**src/ext_irq_defines.svh**
```systemverilog
`ifndef EXT_IRQ_DEFINES_SVH
`define EXT_IRQ_DEFINES_SVH

// Register byte offsets
`define EXT_IRQ_OFS_PENDING 5'h04
`define EXT_IRQ_OFS_CONTROL 5'h08
`define EXT_IRQ_OFS_PIN_SEL 5'h0c
`define EXT_IRQ_OFS_EVT_STATUS 5'h14
`define EXT_IRQ_OFS_EVT_MASK 5'h18
`define EXT_IRQ_OFS_LEVELS 5'h1c

// Reset values
`define EXT_IRQ_RST_PENDING 8'h00
`define EXT_IRQ_RST_CONTROL 32'h0000_0000
`define EXT_IRQ_RST_PIN_SEL 32'h0000_0000
`define EXT_IRQ_RST_EVT_MASK 8'h00
`define EXT_IRQ_RST_EVT_STATUS 8'h00

// Control field layout per channel n: base bit 4n
`define EXT_IRQ_CTL_STRIDE 4
`define EXT_IRQ_CTL_MODE_LSB 0
`define EXT_IRQ_CTL_SAMPLE_BIT 2
`define EXT_IRQ_CTL_FILTER_BIT 3

// Pin select field: port number high nibble, pin number low nibble
`define EXT_IRQ_SEL_WIDTH 8
`define EXT_IRQ_SEL_PORT_MSB 7
`define EXT_IRQ_SEL_PORT_LSB 4
`define EXT_IRQ_SEL_PIN_MSB 3
`define EXT_IRQ_SEL_PIN_LSB 0

// Edge mode codes
`define EXT_IRQ_MODE_OFF 2'h0
`define EXT_IRQ_MODE_FALL 2'h1
`define EXT_IRQ_MODE_RISE 2'h2
`define EXT_IRQ_MODE_BOTH 2'h3

// Noise filter: cycles a new level must stay stable
`define EXT_IRQ_FILTER_CYCLES 4
`define EXT_IRQ_PORT_COUNT 9
`define EXT_IRQ_PINS_PER_PORT 8

`endif

```
**src/ext_irq_pkg.sv**
```systemverilog
package ext_irq_pkg;

  typedef enum logic {
    BusIdle,
    BusAnswer
  } bus_state_t;

  typedef logic [1:0] edge_mode_t;

endpackage

```
**src/ext_irq_edge_detect.sv**
```systemverilog
// What this block does
// - Configured edge latches channel pending flag
// - Write one clears flag, zero keeps
// - Flag reads 1 pending, 0 idle
// - Bit k is channel k; above zero
// - Filter enable inserts noise filter
// - Sampling enable evaluates only at ticks
// - Sampling tick is 16 kHz time base
// - Mode 00 disables request generation
// - 01 falling, 10 rising, 11 both
// - Stop mode: no tick, no sampling
// - Control nibble per channel: mode, sample, filter
// - Select: port high nibble, pin low
// - Select register packs channels 3..0
// - Reset clears all config and flags
`timescale 1ns/100ps
`include "ext_irq_defines.svh"

module ext_irq_edge_detect #(
  parameter int PORT_COUNT = `EXT_IRQ_PORT_COUNT,
  parameter int PINS_PER_PORT = `EXT_IRQ_PINS_PER_PORT,
  parameter int FILTER_CYCLES = `EXT_IRQ_FILTER_CYCLES
) (
  // Clock and reset
  input wire logic clk_sys,
  input wire logic rst_n,
  // Avalon-MM slave
  input wire logic [4:0] address,
  input wire logic read,
  input wire logic write,
  input wire logic [3:0] byteenable,
  input wire logic [31:0] writedata,
  output logic [31:0] readdata,
  output logic waitrequest,
  // Port pins, port p pin m at index p*PINS_PER_PORT+m
  input wire logic [PORT_COUNT*PINS_PER_PORT-1:0] portPins,
  // Fixed sources for channels 4 to 7
  input wire logic [3:0] upperChannelPins,
  // Time base and power state
  input wire logic lowSpeedSamplingTick,
  input wire logic stopMode,
  // Interrupt requests
  output logic [7:0] channelRequestFlags,
  output logic irq
);

  localparam int CHANNELS = 8;
  localparam int PIN_COUNT = PORT_COUNT * PINS_PER_PORT;
  localparam int SEL_CHANNELS = 4;
  localparam int IDX_W = $clog2(PIN_COUNT);

  // Bus state
  ext_irq_pkg::bus_state_t busState_q;
  ext_irq_pkg::bus_state_t busState_d;
  logic [31:0] readData_q;
  logic waitRequest_q;

  // Software registers
  logic [7:0] pending_q;
  logic [7:0] pending_d;
  logic [31:0] control_q;
  logic [31:0] pinSelect_q;
  logic [7:0] eventStatus_q;
  logic [7:0] eventStatus_d;
  logic [7:0] eventMask_q;
  logic irq_q;

  // Pin synchronisers
  logic [PIN_COUNT-1:0] pinMeta_q;
  logic [PIN_COUNT-1:0] pinSync_q;
  logic [3:0] upperMeta_q;
  logic [3:0] upperSync_q;

  // Channel signals
  logic [CHANNELS-1:0] chanLevel;
  logic [CHANNELS-1:0] edgeHit;
  logic effectiveTick;

  // Decode
  logic request;
  logic commit;
  logic writeCommit;
  logic readCommit;
  logic hitPending;
  logic hitControl;
  logic hitPinSel;
  logic hitEvtStatus;
  logic hitEvtMask;
  logic hitLevels;
  logic [31:0] byteMask;
  logic [31:0] readMux;
  logic [7:0] pendingClear;
  logic [7:0] eventClear;
  logic writeControl;
  logic writePinSel;
  logic writeMask;
  logic captureRead;
  logic [31:0] control_d;
  logic [31:0] pinSelect_d;
  logic [7:0] eventMask_d;
  logic [31:0] readData_d;
  logic waitRequest_d;
  logic irq_d;

  function automatic logic [31:0] mergeBytes(
    input logic [31:0] oldValue,
    input logic [31:0] newValue,
    input logic [31:0] mask
  );
    mergeBytes = (oldValue & ~mask) | (newValue & mask);
  endfunction

  // Two flip-flops on every asynchronous pin before any selection
  always_ff @(posedge clk_sys or negedge rst_n)
  begin
    if (!rst_n)
    begin
      pinMeta_q <= '0;
      pinSync_q <= '0;
      upperMeta_q <= 4'h0;
      upperSync_q <= 4'h0;
    end
    else
    begin
      pinMeta_q <= portPins;
      pinSync_q <= pinMeta_q;
      upperMeta_q <= upperChannelPins;
      upperSync_q <= upperMeta_q;
    end
  end

  // The tick stops with the low-speed clock in stop mode
  assign effectiveTick = lowSpeedSamplingTick & ~stopMode;

  genvar ch;
  generate
    for (ch = 0; ch < CHANNELS; ch++)
    begin : g_chan
      if (ch < SEL_CHANNELS)
      begin : g_sel
        wire [7:0] selField = pinSelect_q[ch*`EXT_IRQ_SEL_WIDTH +: `EXT_IRQ_SEL_WIDTH];
        wire [3:0] portNum = selField[`EXT_IRQ_SEL_PORT_MSB:`EXT_IRQ_SEL_PORT_LSB];
        wire [3:0] pinNum = selField[`EXT_IRQ_SEL_PIN_MSB:`EXT_IRQ_SEL_PIN_LSB];
        wire selValid = (32'(portNum) < PORT_COUNT) && (32'(pinNum) < PINS_PER_PORT);
        wire [IDX_W-1:0] pinIndex = IDX_W'(32'(portNum) * PINS_PER_PORT + 32'(pinNum));
        // Prohibited selections read as a quiet low input
        assign chanLevel[ch] = selValid ? pinSync_q[pinIndex] : 1'b0;
      end
      else
      begin : g_fixed
        assign chanLevel[ch] = upperSync_q[ch-SEL_CHANNELS];
      end

      ext_irq_channel #(
        .FILTER_CYCLES(FILTER_CYCLES)
      ) u_channel (
        .clk_sys(clk_sys),
        .rst_n(rst_n),
        .levelIn(chanLevel[ch]),
        .samplingTick(effectiveTick),
        .filterEnable(control_q[ch*`EXT_IRQ_CTL_STRIDE + `EXT_IRQ_CTL_FILTER_BIT]),
        .samplingEnable(control_q[ch*`EXT_IRQ_CTL_STRIDE + `EXT_IRQ_CTL_SAMPLE_BIT]),
        .edgeMode(control_q[ch*`EXT_IRQ_CTL_STRIDE + `EXT_IRQ_CTL_MODE_LSB +: 2]),
        .edgeDetected(edgeHit[ch])
      );
    end
  endgenerate

  // Bus decode: waitrequest drops one cycle after a request is seen
  assign request = read | write;
  assign commit = request & (busState_q == ext_irq_pkg::BusAnswer);
  assign writeCommit = commit & write;
  assign readCommit = commit & read;

  assign hitPending = (address == `EXT_IRQ_OFS_PENDING);
  assign hitControl = (address == `EXT_IRQ_OFS_CONTROL);
  assign hitPinSel = (address == `EXT_IRQ_OFS_PIN_SEL);
  assign hitEvtStatus = (address == `EXT_IRQ_OFS_EVT_STATUS);
  assign hitEvtMask = (address == `EXT_IRQ_OFS_EVT_MASK);
  assign hitLevels = (address == `EXT_IRQ_OFS_LEVELS);

  assign byteMask = {{8{byteenable[3]}}, {8{byteenable[2]}}, {8{byteenable[1]}}, {8{byteenable[0]}}};

  // Unmapped addresses read zero; upper status bits always zero
  assign readMux = hitPending ? {24'h00_0000, pending_q} :
                   hitControl ? control_q :
                   hitPinSel ? pinSelect_q :
                   hitEvtStatus ? {24'h00_0000, eventStatus_q} :
                   hitEvtMask ? {24'h00_0000, eventMask_q} :
                   hitLevels ? {24'h00_0000, chanLevel} :
                   32'h0000_0000;

  // Only flags actually written with one are cleared
  assign pendingClear = (writeCommit & hitPending) ? (writedata[7:0] & byteMask[7:0]) : 8'h00;
  // Read clear covers only bits the master was shown, so later events survive
  assign eventClear = (readCommit & hitEvtStatus) ? readData_q[7:0] : 8'h00;

  assign pending_d = (pending_q & ~pendingClear) | edgeHit;
  assign eventStatus_d = (eventStatus_q & ~eventClear) | edgeHit;

  // Per-register write strobes, qualified by the completing edge
  assign writeControl = writeCommit & hitControl;
  assign writePinSel = writeCommit & hitPinSel;
  assign writeMask = writeCommit & hitEvtMask & byteenable[0];

  assign control_d = writeControl ? mergeBytes(control_q, writedata, byteMask) : control_q;
  assign pinSelect_d = writePinSel ? mergeBytes(pinSelect_q, writedata, byteMask) : pinSelect_q;
  assign eventMask_d = writeMask ? writedata[7:0] : eventMask_q;

  // Read data is taken when the request is first seen, so it stands through the answer cycle
  assign captureRead = request & (busState_q == ext_irq_pkg::BusIdle);
  assign readData_d = captureRead ? (read ? readMux : 32'h0000_0000) : readData_q;
  assign waitRequest_d = (busState_d != ext_irq_pkg::BusAnswer);

  // Interrupt and flag outputs are registered copies of next state
  assign irq_d = |(eventStatus_d & eventMask_q);

  always_comb
  begin
    case (busState_q)
      ext_irq_pkg::BusIdle: busState_d = request ? ext_irq_pkg::BusAnswer : ext_irq_pkg::BusIdle;
      ext_irq_pkg::BusAnswer: busState_d = ext_irq_pkg::BusIdle;
      default: busState_d = ext_irq_pkg::BusIdle;
    endcase
  end

  always_ff @(posedge clk_sys or negedge rst_n)
  begin
    if (!rst_n)
    begin
      busState_q <= ext_irq_pkg::BusIdle;
    end
    else
    begin
      busState_q <= busState_d;
    end
  end

  // Held high in reset so no master sees an answer before the block is running
  always_ff @(posedge clk_sys or negedge rst_n)
  begin
    if (!rst_n)
    begin
      waitRequest_q <= 1'b1;
    end
    else
    begin
      waitRequest_q <= waitRequest_d;
    end
  end

  always_ff @(posedge clk_sys or negedge rst_n)
  begin
    if (!rst_n)
    begin
      readData_q <= 32'h0000_0000;
    end
    else
    begin
      readData_q <= readData_d;
    end
  end

  always_ff @(posedge clk_sys or negedge rst_n)
  begin
    if (!rst_n)
    begin
      pending_q <= `EXT_IRQ_RST_PENDING;
    end
    else
    begin
      pending_q <= pending_d;
    end
  end

  always_ff @(posedge clk_sys or negedge rst_n)
  begin
    if (!rst_n)
    begin
      eventStatus_q <= `EXT_IRQ_RST_EVT_STATUS;
    end
    else
    begin
      eventStatus_q <= eventStatus_d;
    end
  end

  always_ff @(posedge clk_sys or negedge rst_n)
  begin
    if (!rst_n)
    begin
      control_q <= `EXT_IRQ_RST_CONTROL;
    end
    else
    begin
      control_q <= control_d;
    end
  end

  always_ff @(posedge clk_sys or negedge rst_n)
  begin
    if (!rst_n)
    begin
      pinSelect_q <= `EXT_IRQ_RST_PIN_SEL;
    end
    else
    begin
      pinSelect_q <= pinSelect_d;
    end
  end

  always_ff @(posedge clk_sys or negedge rst_n)
  begin
    if (!rst_n)
    begin
      eventMask_q <= `EXT_IRQ_RST_EVT_MASK;
    end
    else
    begin
      eventMask_q <= eventMask_d;
    end
  end

  always_ff @(posedge clk_sys or negedge rst_n)
  begin
    if (!rst_n)
    begin
      irq_q <= 1'b0;
    end
    else
    begin
      irq_q <= irq_d;
    end
  end

  always_ff @(posedge clk_sys or negedge rst_n)
  begin
    if (!rst_n)
    begin
      channelRequestFlags <= 8'h00;
    end
    else
    begin
      channelRequestFlags <= pending_d;
    end
  end

  assign readdata = readData_q;
  assign waitrequest = waitRequest_q;
  assign irq = irq_q;

endmodule // ext_irq_edge_detect

```
**src/ext_irq_channel.sv**
```systemverilog
`timescale 1ns/100ps
`include "ext_irq_defines.svh"

module ext_irq_channel #(
  parameter int FILTER_CYCLES = `EXT_IRQ_FILTER_CYCLES
) (
  // Clock and reset
  input wire logic clk_sys,
  input wire logic rst_n,
  // Input level, already synchronised
  input wire logic levelIn,
  input wire logic samplingTick,
  // Configuration
  input wire logic filterEnable,
  input wire logic samplingEnable,
  input wire ext_irq_pkg::edge_mode_t edgeMode,
  // Result
  output logic edgeDetected
);

  localparam int CNT_W = $clog2(FILTER_CYCLES + 1);

  logic [CNT_W-1:0] stableCnt_q;
  logic filtered_q;
  logic held_q;
  logic pathLevel;
  logic takeSample;
  logic rise;
  logic fall;

  // Digital stand-in for the noise filter: a new level must persist
  always_ff @(posedge clk_sys or negedge rst_n)
  begin
    if (!rst_n)
    begin
      stableCnt_q <= '0;
      filtered_q <= 1'b0;
    end
    else if (levelIn == filtered_q)
    begin
      stableCnt_q <= '0;
    end
    else if (stableCnt_q == CNT_W'(FILTER_CYCLES - 1))
    begin
      stableCnt_q <= '0;
      filtered_q <= levelIn;
    end
    else
    begin
      stableCnt_q <= stableCnt_q + CNT_W'(1);
    end
  end

  assign pathLevel = filterEnable ? filtered_q : levelIn;
  assign takeSample = samplingEnable ? samplingTick : 1'b1;

  // Held level tracks the input even with the mode off, so enabling a mode fires no stale edge
  always_ff @(posedge clk_sys or negedge rst_n)
  begin
    if (!rst_n)
    begin
      held_q <= 1'b0;
    end
    else if (takeSample)
    begin
      held_q <= pathLevel;
    end
  end

  assign rise = takeSample & pathLevel & ~held_q;
  assign fall = takeSample & ~pathLevel & held_q;

  always_comb
  begin
    case (edgeMode)
      `EXT_IRQ_MODE_FALL: edgeDetected = fall;
      `EXT_IRQ_MODE_RISE: edgeDetected = rise;
      `EXT_IRQ_MODE_BOTH: edgeDetected = rise | fall;
      default: edgeDetected = 1'b0;
    endcase
  end

endmodule // ext_irq_channel

```
**config.mk**
```make
export PLATFORM = sky130hd
export DESIGN_NAME = ext_irq_edge_detect
export DESIGN_NICKNAME = d
export VERILOG_FILES = /design/src/ext_irq_pkg.sv /design/src/ext_irq_edge_detect.sv /design/src/ext_irq_channel.sv
export VERILOG_INCLUDE_DIRS = /design/src
export SDC_FILE = /design/constraint.sdc
export NUM_CORES = 1
export LEC_CHECK = 0
export BUFFER_PORTS_ARGS = -buffer_cell sky130_fd_sc_hd__buf_2
export CAP_MARGIN = 30
export CORE_ASPECT_RATIO = 1.1
export CORE_MARGIN = 2
export CORE_UTILIZATION = 53
export CTS_CLUSTER_DIAMETER = 100
export CTS_CLUSTER_SIZE = 28
export DETAILED_ROUTE_END_ITERATION = 8
export GPL_ROUTABILITY_DRIVEN = 0
export GPL_TIMING_DRIVEN = 0
export PLACE_DENSITY = 0.76
export SYNTH_ARGS = -nofsm -noshare
export SYNTH_HDL_FRONTEND = slang
export SYNTH_SLANG_ARGS = --single-unit
```
**constraint.sdc**
```tcl
create_clock -name clk_sys -period 2.9 [get_ports clk_sys]
set_clock_uncertainty 0.2 [all_clocks]
set_input_delay 0.29 -clock clk_sys [delete_from_list [all_inputs] [get_ports clk_sys]]
set_output_delay 0.29 -clock clk_sys [all_outputs]
set_load 0.1 [all_outputs]
```
== Yosys cells after proc, flatten, opt, wreduce, memory -nomap -nowiden ==
Cells that the tools add are included.

* Add/sub/neg operators: 12
* Multipliers: 0
* Divide/modulo/power cells: 0
* Order comparisons: 12
* Eq/ne operators: 46
* Shifts and indexed selects: 0
* Mux-type cells: 63
* Bitwise gates (word level): 93
* Reductions and logical operators: 13

{| class="wikitable"
|+ Operator list
! kind !! number
|-
| 2-to-1 mux 32 bit || 4
|-
| bitwise AND 32 bit || 3
|-
| OR 32 bit || 2
|-
| 2-to-1 mux 3 bit || 16
|-
| bitwise AND 1 bit || 43
|-
| 2-to-1 mux 8 bit || 5
|-
| bitwise AND 8 bit || 4
|-
| equality test 2 bit, second input constant || 16
|-
| < comparator 4 bit, second input constant || 8
|-
| < comparator 7 x 8 -> 1 bit, second input constant || 4
|-
| inverter 32 bit || 1
|-
| adder 7 x 4 -> 7 bit || 4
|-
| binary-select mux 1 bit (select 7 bit) || 4
|-
| inverter 1 bit || 27
|-
| 2-to-1 mux 1 bit || 25
|-
| adder 3 x 1 -> 3 bit, second input constant || 8
|-
| equality test 3 x 2 -> 1 bit, second input constant || 8
|-
| case mux 1 bit (3 select lines) || 8
|-
| equality test 2 x 1 -> 1 bit, second input constant || 8
|-
| inverter 8 bit || 2
|-
| OR 8 bit || 2
|-
| AND reduction 2 bit || 8
|-
| equality test 5 bit, second input constant || 3
|-
| equality test 5 x 4 -> 1 bit, second input constant || 2
|-
| other kinds (6) || 24
|}

* Register bits: 315
* Bits in latches: 0
* Bits in writable memories: 0
* Memory bits (read-only): 0
* Input port bits: 123
* Output and inout port bits: 42
* Word-level logic and storage cells: 276
* Memories: 0

== Longest topological paths before layout ==
Gate-level depths: netlist (run 1).

* Depth in word-level cells: 13
* Mapped depth: 11
* Gate-level depth less buffers: 10

== By module ==
From an unflattened synthesis (run 1), not the netlist that was laid out.

* Cell total of the unflattened synthesis: 960
* Area, all modules: 13694.4 µm²

{| class="wikitable"
|+ By module, submodules not included
! module !! times used !! cells each !! area each (µm²) !! seq. area each (µm²)
|-
| ext_irq_edge_detect || 1 || 808 || 11772.5 || 6882.9
|-
| ext_irq_channel || 8 || 19 || 240.2 || 125.1
|}

== Least setup slack after synthesis (run 1) ==
OpenSTA, ideal clock, no wires.

* Path type: reg2reg
* Start: register (tool-made name)
* End: register readData_q[0] (netlist: readdata[0])
* Library setup time: 0.066 ns
* Arrival: 2.769 ns
* Data required time: 2.634 ns
* Slack: -0.136 ns
* Stages on the path, launching flop included: 12
* Path buffers: 1
* Clock period less this slack: 3.036 ns
* Cell sequence: dfrtp_1 > ha_1 > ha_1 > xnor2_1 > bufbuf_8 > mux2i_1 > a221oi_1 > or4b_4 > a31oi_4 > o22ai_1 > a2111oi_2 > a21o_1

{| class="wikitable"
|+ RTL lines
! item !! line !! text
|-
| to (signal assigned) || ext_irq_edge_detect.sv:260 || <nowiki>readData_q <= readData_d;</nowiki>
|-
| to (decl) || ext_irq_edge_detect.sv:55 || <nowiki>logic [31:0] readData_q;</nowiki>
|}

==> impl_metrics.ini, run 1 <==
[sta]
setup_viol = 19
finalHoldViolations = 0
grt_setup_unrepaired = true
max-slew-margin-rel_pct = 41.0
worst_slew_pin_slew_ns = 0.885
post-route-period-util_pct = 110
max_freq_mhz = 313
min_period_ns = 3.20
maxSlewViolCount = 0
setup_ws_ns = -0.297
fin_setup_tns_ns = -2.80

[worst_setup_path]
path_cells = ha_4 -> ha_4 -> xnor2_4 -> buf_8 -> mux2i_2 -> a221oi_2 -> or4b_4 -> a31oi_4 -> inv_2 -> a221oi_2 -> nand2_1
reg2reg_depth = 11
startpoint_type = register
worstSetupPathType = register to register
end_kind = register
worstPathMaxFanout = 5
reg2reg_to = pending_q[0]
critPathArrivalTime_ns = 3.40
critPathMaxStageDelay_ns = 0.55
worstPathRequired_ns = 3.11
critPathSlowestCell = or4b_4
regToRegSetupSlack_ns = -0.30

[die]
coreArea_um2 = 26000
start_util_pct = 53.8
core.rowCount = 62
die_h_um = 174
die_x_um = 159
dieArea_um2 = 27700
io_pins = 165

[grt]
grt_pass1_vias = 10600
grt-ovfl-total = 0
grt_usage_pct = 26.9
grt_pass1_wl_um = 58200
grt_max_degree = 133
antenna_found_initial = 0

[outcome]
status = complete, but fails checks
violations = negative setup slack

[yosys]
syn_avg_cell_area_um2 = 13.4
synthDistinctLibCells = 64
synthCells = 1043
synth_area_um2 = 14000
ys_seq_elements = 315
yosys_warnings = 0
async_flop_share_pct = 100
synth_nets = 1182
synth-edff-count = 0
synth.yosys.seq_area_share_pct = 56.4
synthFlopType = dfrtp_1

[cells_and_area]
regArea_um2 = 7890
area_growth_pct = 25.8
multi_input_area_um2 = 6160
drive_gt1_share_pct = 31.7
fillCellCount = 1838
fin_nets = 1504
antenna_cells = 0

[power]
p_leak_nw = 7.81
powerDensity_nw_per_um2 = 600
ir_drop_mv = 0.513

[placed_design]
numPortBuffers = 162
hpwl_um = 25700
dp_slack_ns = -0.822

[cts]
cts_root_buf = clkbuf_16
numCtsBuffers = 15
clk_pin_slew_worst_paths_ns = 0.11
cts.sinks = 315
cts_tree = built
insertion_delay_ns = 0.52
clock_tree.buffer_depth = 3
h-tree-depth = 1

[hold_path]
worstHoldEndpoint = readdata[3]
hold_start = read
whs_path_depth = 4
hp-class = input port to register

[route]
ant_nets = 0
drtIter0Drc = 944
first_pass_iters = 8
vias = 10200
drc = 0
via_per_inst = 5.94
wl_um = 36900
routedWlPerCell_um = 21.4

[job]
drv_cap = 0
-- synth_stat cells, drive strengths merged (10+ instances only) --
| cell type | n | area [µm²] |
|---|---|---|
| dfrtp | 314 | 7860 |
| nand2 | 114 | 428 |
| mux2 | 81 | 912 |
| mux4 | 71 | 1620 |
| mux2i | 64 | 641 |
| o21ai | 50 | 250 |
| nor2 | 39 | 146 |
| a21oi | 32 | 160 |
| clkbuf | 24 | 90.1 |
| nand3 | 20 | 100 |
| buf | 19 | 101 |
| nor3 | 19 | 95.1 |
| nand2b | 17 | 106 |
| ha | 16 | 200 |
| inv | 15 | 56.3 |
| nor3b | 13 | 97.6 |
| nor2b | 12 | 75.1 |
| nand3b | 10 | 75.1 |
| xnor2 | 10 | 87.6 |
-- through the flow --
step / util (%) / total power [mW] / cells / area [µm²] / hold slack (ns)
after global routing: 67.7 / 11.0 / 1722 / 17600 / 0.0574
after CTS: 66.9 / 10.4 / 1716 / 17400 / 0.0327
after global placement: 58.7 / 7.56 / 1557 / 15300 / 0.134
after floorplan: - / 6.92 / 1043 / 14000 / -0.206
after detailed placement: 59.0 / 7.66 / 1560 / 15300 / 0.0777
final: 67.7 / 10.6 / 1722 / 17600 / 0.0616
-- worst max path at each step --
stage                        start       endpoint  slack [ns]  depth (start not counted)
after floorplan           register    readdata[0]     -0.0003                         11
after global placement       rst_n  pinMeta_q[14]       -4.22                          1
after detailed placement  register   pending_q[0]       -0.82                         10
after CTS                 register            irq       -0.23                          9
after global routing      register   pending_q[0]       -0.32                         11
final                     register   pending_q[0]       -0.30                         11
-- power breakdown --
part / internal, mW / switching [mW] / leakage, nW
sequential: 4.86 / 0.450 / 3.90
combinational: 1.26 / 1.56 / 3.70
clock: 1.08 / 1.35 / 0.218
total: 7.20 / 3.36 / 7.81
-- layout make-up --
cell class	instances	share of cell area [%]
buffer	43	1.76
clock buffer	19	2.22
clock inverter	3	0.334
inverter	15	0.320
multi-input combinational	669	35.1
sequential	315	44.9
tap	352	2.50
timing repair buffer	306	12.9
-- placed cells by master (no fill, tap or decap), drive strengths merged, types with 10 or more instances in the layout --
master and instances:
a21oi 32, buf 212, clkbuf 45, dfrtp 314, dlygate4sd3 111, ha 16
inv 17, mux2 81, mux2i 64, mux4 71, nand2 114, nand2b 17
nand3 20, nand3b 10, nor2 39, nor2b 12, nor3 19, nor3b 13
o21ai 50, xnor2 10
-- metal layers --
| layer | track usage, % | up-vias | routed length (µm) |
|---|---|---|---|
| met4 | 9.85 | 0 | 1590 |
| li1 | - | 4466 | - |
| met2 | 47.4 | 494 | 18600 |
| met3 | 3.27 | 115 | 2400 |
| met5 | 0 | - | 0 |
| met1 | 34.5 | 5155 | 14300 |
-- worst max-delay path: cells and delay by family, from the launching register on --
kind | cells | cell delay, ns
AOI/OAI and AO/OA | 3 | 0.89
muxes | 1 | 0.16
and+or+nand+nor | 2 | 0.64
buffers and inverters | 2 | 0.23
xor gates and xnor gates | 1 | 0.15
DFF | 1 | 0.46
adders and majority gates | 2 | 0.35
-- cell families (layout without fill, tap and decap cells) --
logic type / count (synthesis) / count (layout) / share of synthesized area [%]
compound gates: 138 / 138 / 6.47
xor+xnor: 17 / 17 / 1.06
fa+ha+maj: 16 / 16 / 1.43
buf+inv: 59 / 386 / 1.91
flops: 315 / 315 / 56.4
mux: 216 / 216 / 22.7
simple gates: 282 / 282 / 10.1
-- what timing repair did --
| action | 4_1_cts | 5_1_grt |
|---|---|---|
| gates cloned | 1 | 1 |
| gates resized for setup | 68 | 35 |
| pin swaps | 20 | 16 |
| hold buffers | 111 | 0 |
| endpoints found under the hold margin | 228 | 0 |
| endpoints found under the setup margin | 31 | 29 |
| buffers inserted | 22 | 8 |
(Power assumes the default switching activity.)
==> inputs of run 2 (changes only) <==
--- a/config.mk
+++ b/config.mk
@@ -10,13 +10,14 @@
 export CAP_MARGIN = 30
 export CORE_ASPECT_RATIO = 1.1
 export CORE_MARGIN = 2
-export CORE_UTILIZATION = 53
+export CORE_UTILIZATION = 45
 export CTS_CLUSTER_DIAMETER = 100
 export CTS_CLUSTER_SIZE = 28
 export DETAILED_ROUTE_END_ITERATION = 8
 export GPL_ROUTABILITY_DRIVEN = 0
 export GPL_TIMING_DRIVEN = 0
-export PLACE_DENSITY = 0.76
+export MAX_ROUTING_LAYER = met4
+export PLACE_DENSITY = 0.67
 export SYNTH_ARGS = -nofsm -noshare
 export SYNTH_HDL_FRONTEND = slang
 export SYNTH_SLANG_ARGS = --single-unit
==> impl_metrics.ini, run 2 (synthesis gave the netlist of run 1 again) <==
[worst_setup_path]
worstSetupPathType = register to register
critPathMaxStageDelay_ns = 0.56
worstPathRequired_ns = 3.17
path_buf_inv = 1
cpLargestDelayFamily = compound AO/OA/AOI/OAI gates
end_kind = register
worstPathMaxFanout = 4
startpoint_type = register
critPathArrivalTime_ns = 3.47
cpMostUsedCell = ha_4
critPathSlowestCell = or4b_4
path_cells = ha_4 -> ha_4 -> xnor2_4 -> buf_8 -> mux2i_2 -> a221oi_2 -> or4b_4 -> a31oi_4 -> o22ai_2 -> a2111oi_4 -> a21o_1

[die]
io_pins = 165
die_h_um = 189
dieArea_um2 = 32500
core.rowCount = 67
start_util_pct = 45.8
coreArea_um2 = 30500
die_x_um = 172

[route]
via_per_inst = 5.61
first_pass_iters = 7
drc = 0
ant_nets = 0
drtIter0Drc = 918
routedWlPerCell_um = 21.0
wl_um = 37500
vias = 10000

[cells_and_area]
antenna_cells = 0
drive_gt1_share_pct = 32.0
regArea_um2 = 7890
postLayoutCellArea_um2 = 17700
fillCellCount = 2539
area_growth_pct = 26.5
final_common_cell = dfrtp_1
stdcell_count = 1786
multi_input_area_um2 = 6200
fin_nets = 1507
layout_common_cells = dfrtp_1, buf_2, nand2_1, dlygate4sd3_1, mux2_2

[power]
seqPwrFrac_pct = 50.6
powerDensity_nw_per_um2 = 594
p_leak_nw = 7.82
switching_power_mw = 3.39
combPwrFrac_pct = 26.8
internal-power_mw = 7.10
ir_drop_mv = 0.465
p_clk_share_pct = 22.6
swShare_pct = 32.3

[grt]
grt_max_degree = 125
grt-ovfl-total = 0
grt_pass1_vias = 10100
antenna_found_initial = 0
grt_usage_pct = 24.0
grt_pass1_wl_um = 58000

[cts]
cts.sinks = 315
clock_tree.buffer_depth = 3
cts_tree = built
clk_pin_slew_worst_paths_ns = 0.10
cts_root_buf = clkbuf_16
h-tree-depth = 1
insertion_delay_ns = 0.53
numCtsBuffers = 15

[hold_path]
hp-class = input port to register

[job]
drv_cap = 0

[sta]
maxSlewViolCount = 0
setup_viol = 19
grt_setup_unrepaired = true
fin_setup_tns_ns = -2.74
post-route-period-util_pct = 110
min_period_ns = 3.20
worst_slew_pin_slew_ns = 0.952
finalHoldViolations = 0
max_freq_mhz = 312
max-slew-margin-rel_pct = 36.2
setup_ws_ns = -0.301

[placed_design]
dpl.cell_count = 1621
placed_area_um2 = 15400
dp_slack_ns = -0.770
numPortBuffers = 162
hpwl_um = 26800

[outcome]
status = complete, but fails checks
violations = negative setup slack
[run 2: cell count changes in the layout (fill, tap and decap cells not counted), sizes merged]
| cell | before | now |
|---|---|---|
| clkinv | 0 | 1 |
| buf | 212 | 217 |
| clkbuf | 45 | 43 |
| bufinv | 1 | 0 |
| inv | 17 | 16 |
[run 2: repair_timing]
item	in CTS	in global routing
gates cloned	1	0
hold buffers	111	0
endpoints found under the hold margin	229	0
setup buffers	20	14
resized for setup	66	42
setup endpoints to repair	31	29
pin swaps	20	16
[run 2: layer usage]
layer / global-route usage (%) / part of all wire (%) / routed length, µm / up-vias
met3: 2.76 / 5.4 / 2010 / 72
met5: - / 0 / 0 / -
li1: - / - / - / 4479
met4: 7.05 / 3.3 / 1240 / 0
met2: 39.7 / 50 / 18800 / 393
met1: 31.4 / 41 / 15400 / 5080
[run 2: path summary, 6_finish.rpt]
| kind | from | endpoint | slack (ns) | depth (start not counted) |
|---|---|---|---|---|
| setup reg to reg | register | readdata[0] | -0.30 | 11 |
| hold reg to reg | pinMeta_q[23] | pinSync_q[23] | 0.13 | 0 |
| max in group asynchronous | rst_n | pinSync_q[2] | 0.90 | 4 |
| min in group asynchronous | rst_n | g_chan[0].u_channel.stableCnt_q[0] | 0.10 | 2 |
| hold / removal | read | readdata[3] | 0.06 | 4 |
| setup / recovery | register | readdata[0] | -0.30 | 11 |
[run 2: metrics by stage]
step	hold slack (ns)	power, mW	utilization [%]
floorplan	-0.206	6.92	-
global placement	0.134	7.59	50.3
detailed placement	0.0813	7.68	50.5
CTS	0.0258	10.4	57.0
global route	0.0611	11.0	57.9
finish	0.0567	10.5	57.9
[run 2: worst min-delay path, stage by stage]
cell and delay, ns:
buf_2 0.12, nor2b_1 0.18, o221ai_1 0.08, o21ai_1 0.07
[run 2: cell type report]
type                       count  share of cell area [%]
sequential                   315                    44.6
multi-input combinational    669                    35.1
timing repair buffer         309                    12.9
tap                          414                    2.93
clock buffer                  19                    2.21
buffer                        43                    1.78
inverter                      15                   0.318
clock inverter                 2                   0.219
[run 2: power by group through the flow]
stage | logic (mW) | clock network (mW) | registers, mW
after floorplan | 1.27 | 0 | 5.65
after global placement | 2.26 | 0 | 5.33
after detailed placement | 2.32 | 0 | 5.36
after CTS | 2.64 | 2.44 | 5.28
after global routing | 3.01 | 2.60 | 5.37
final | 2.81 | 2.38 | 5.31
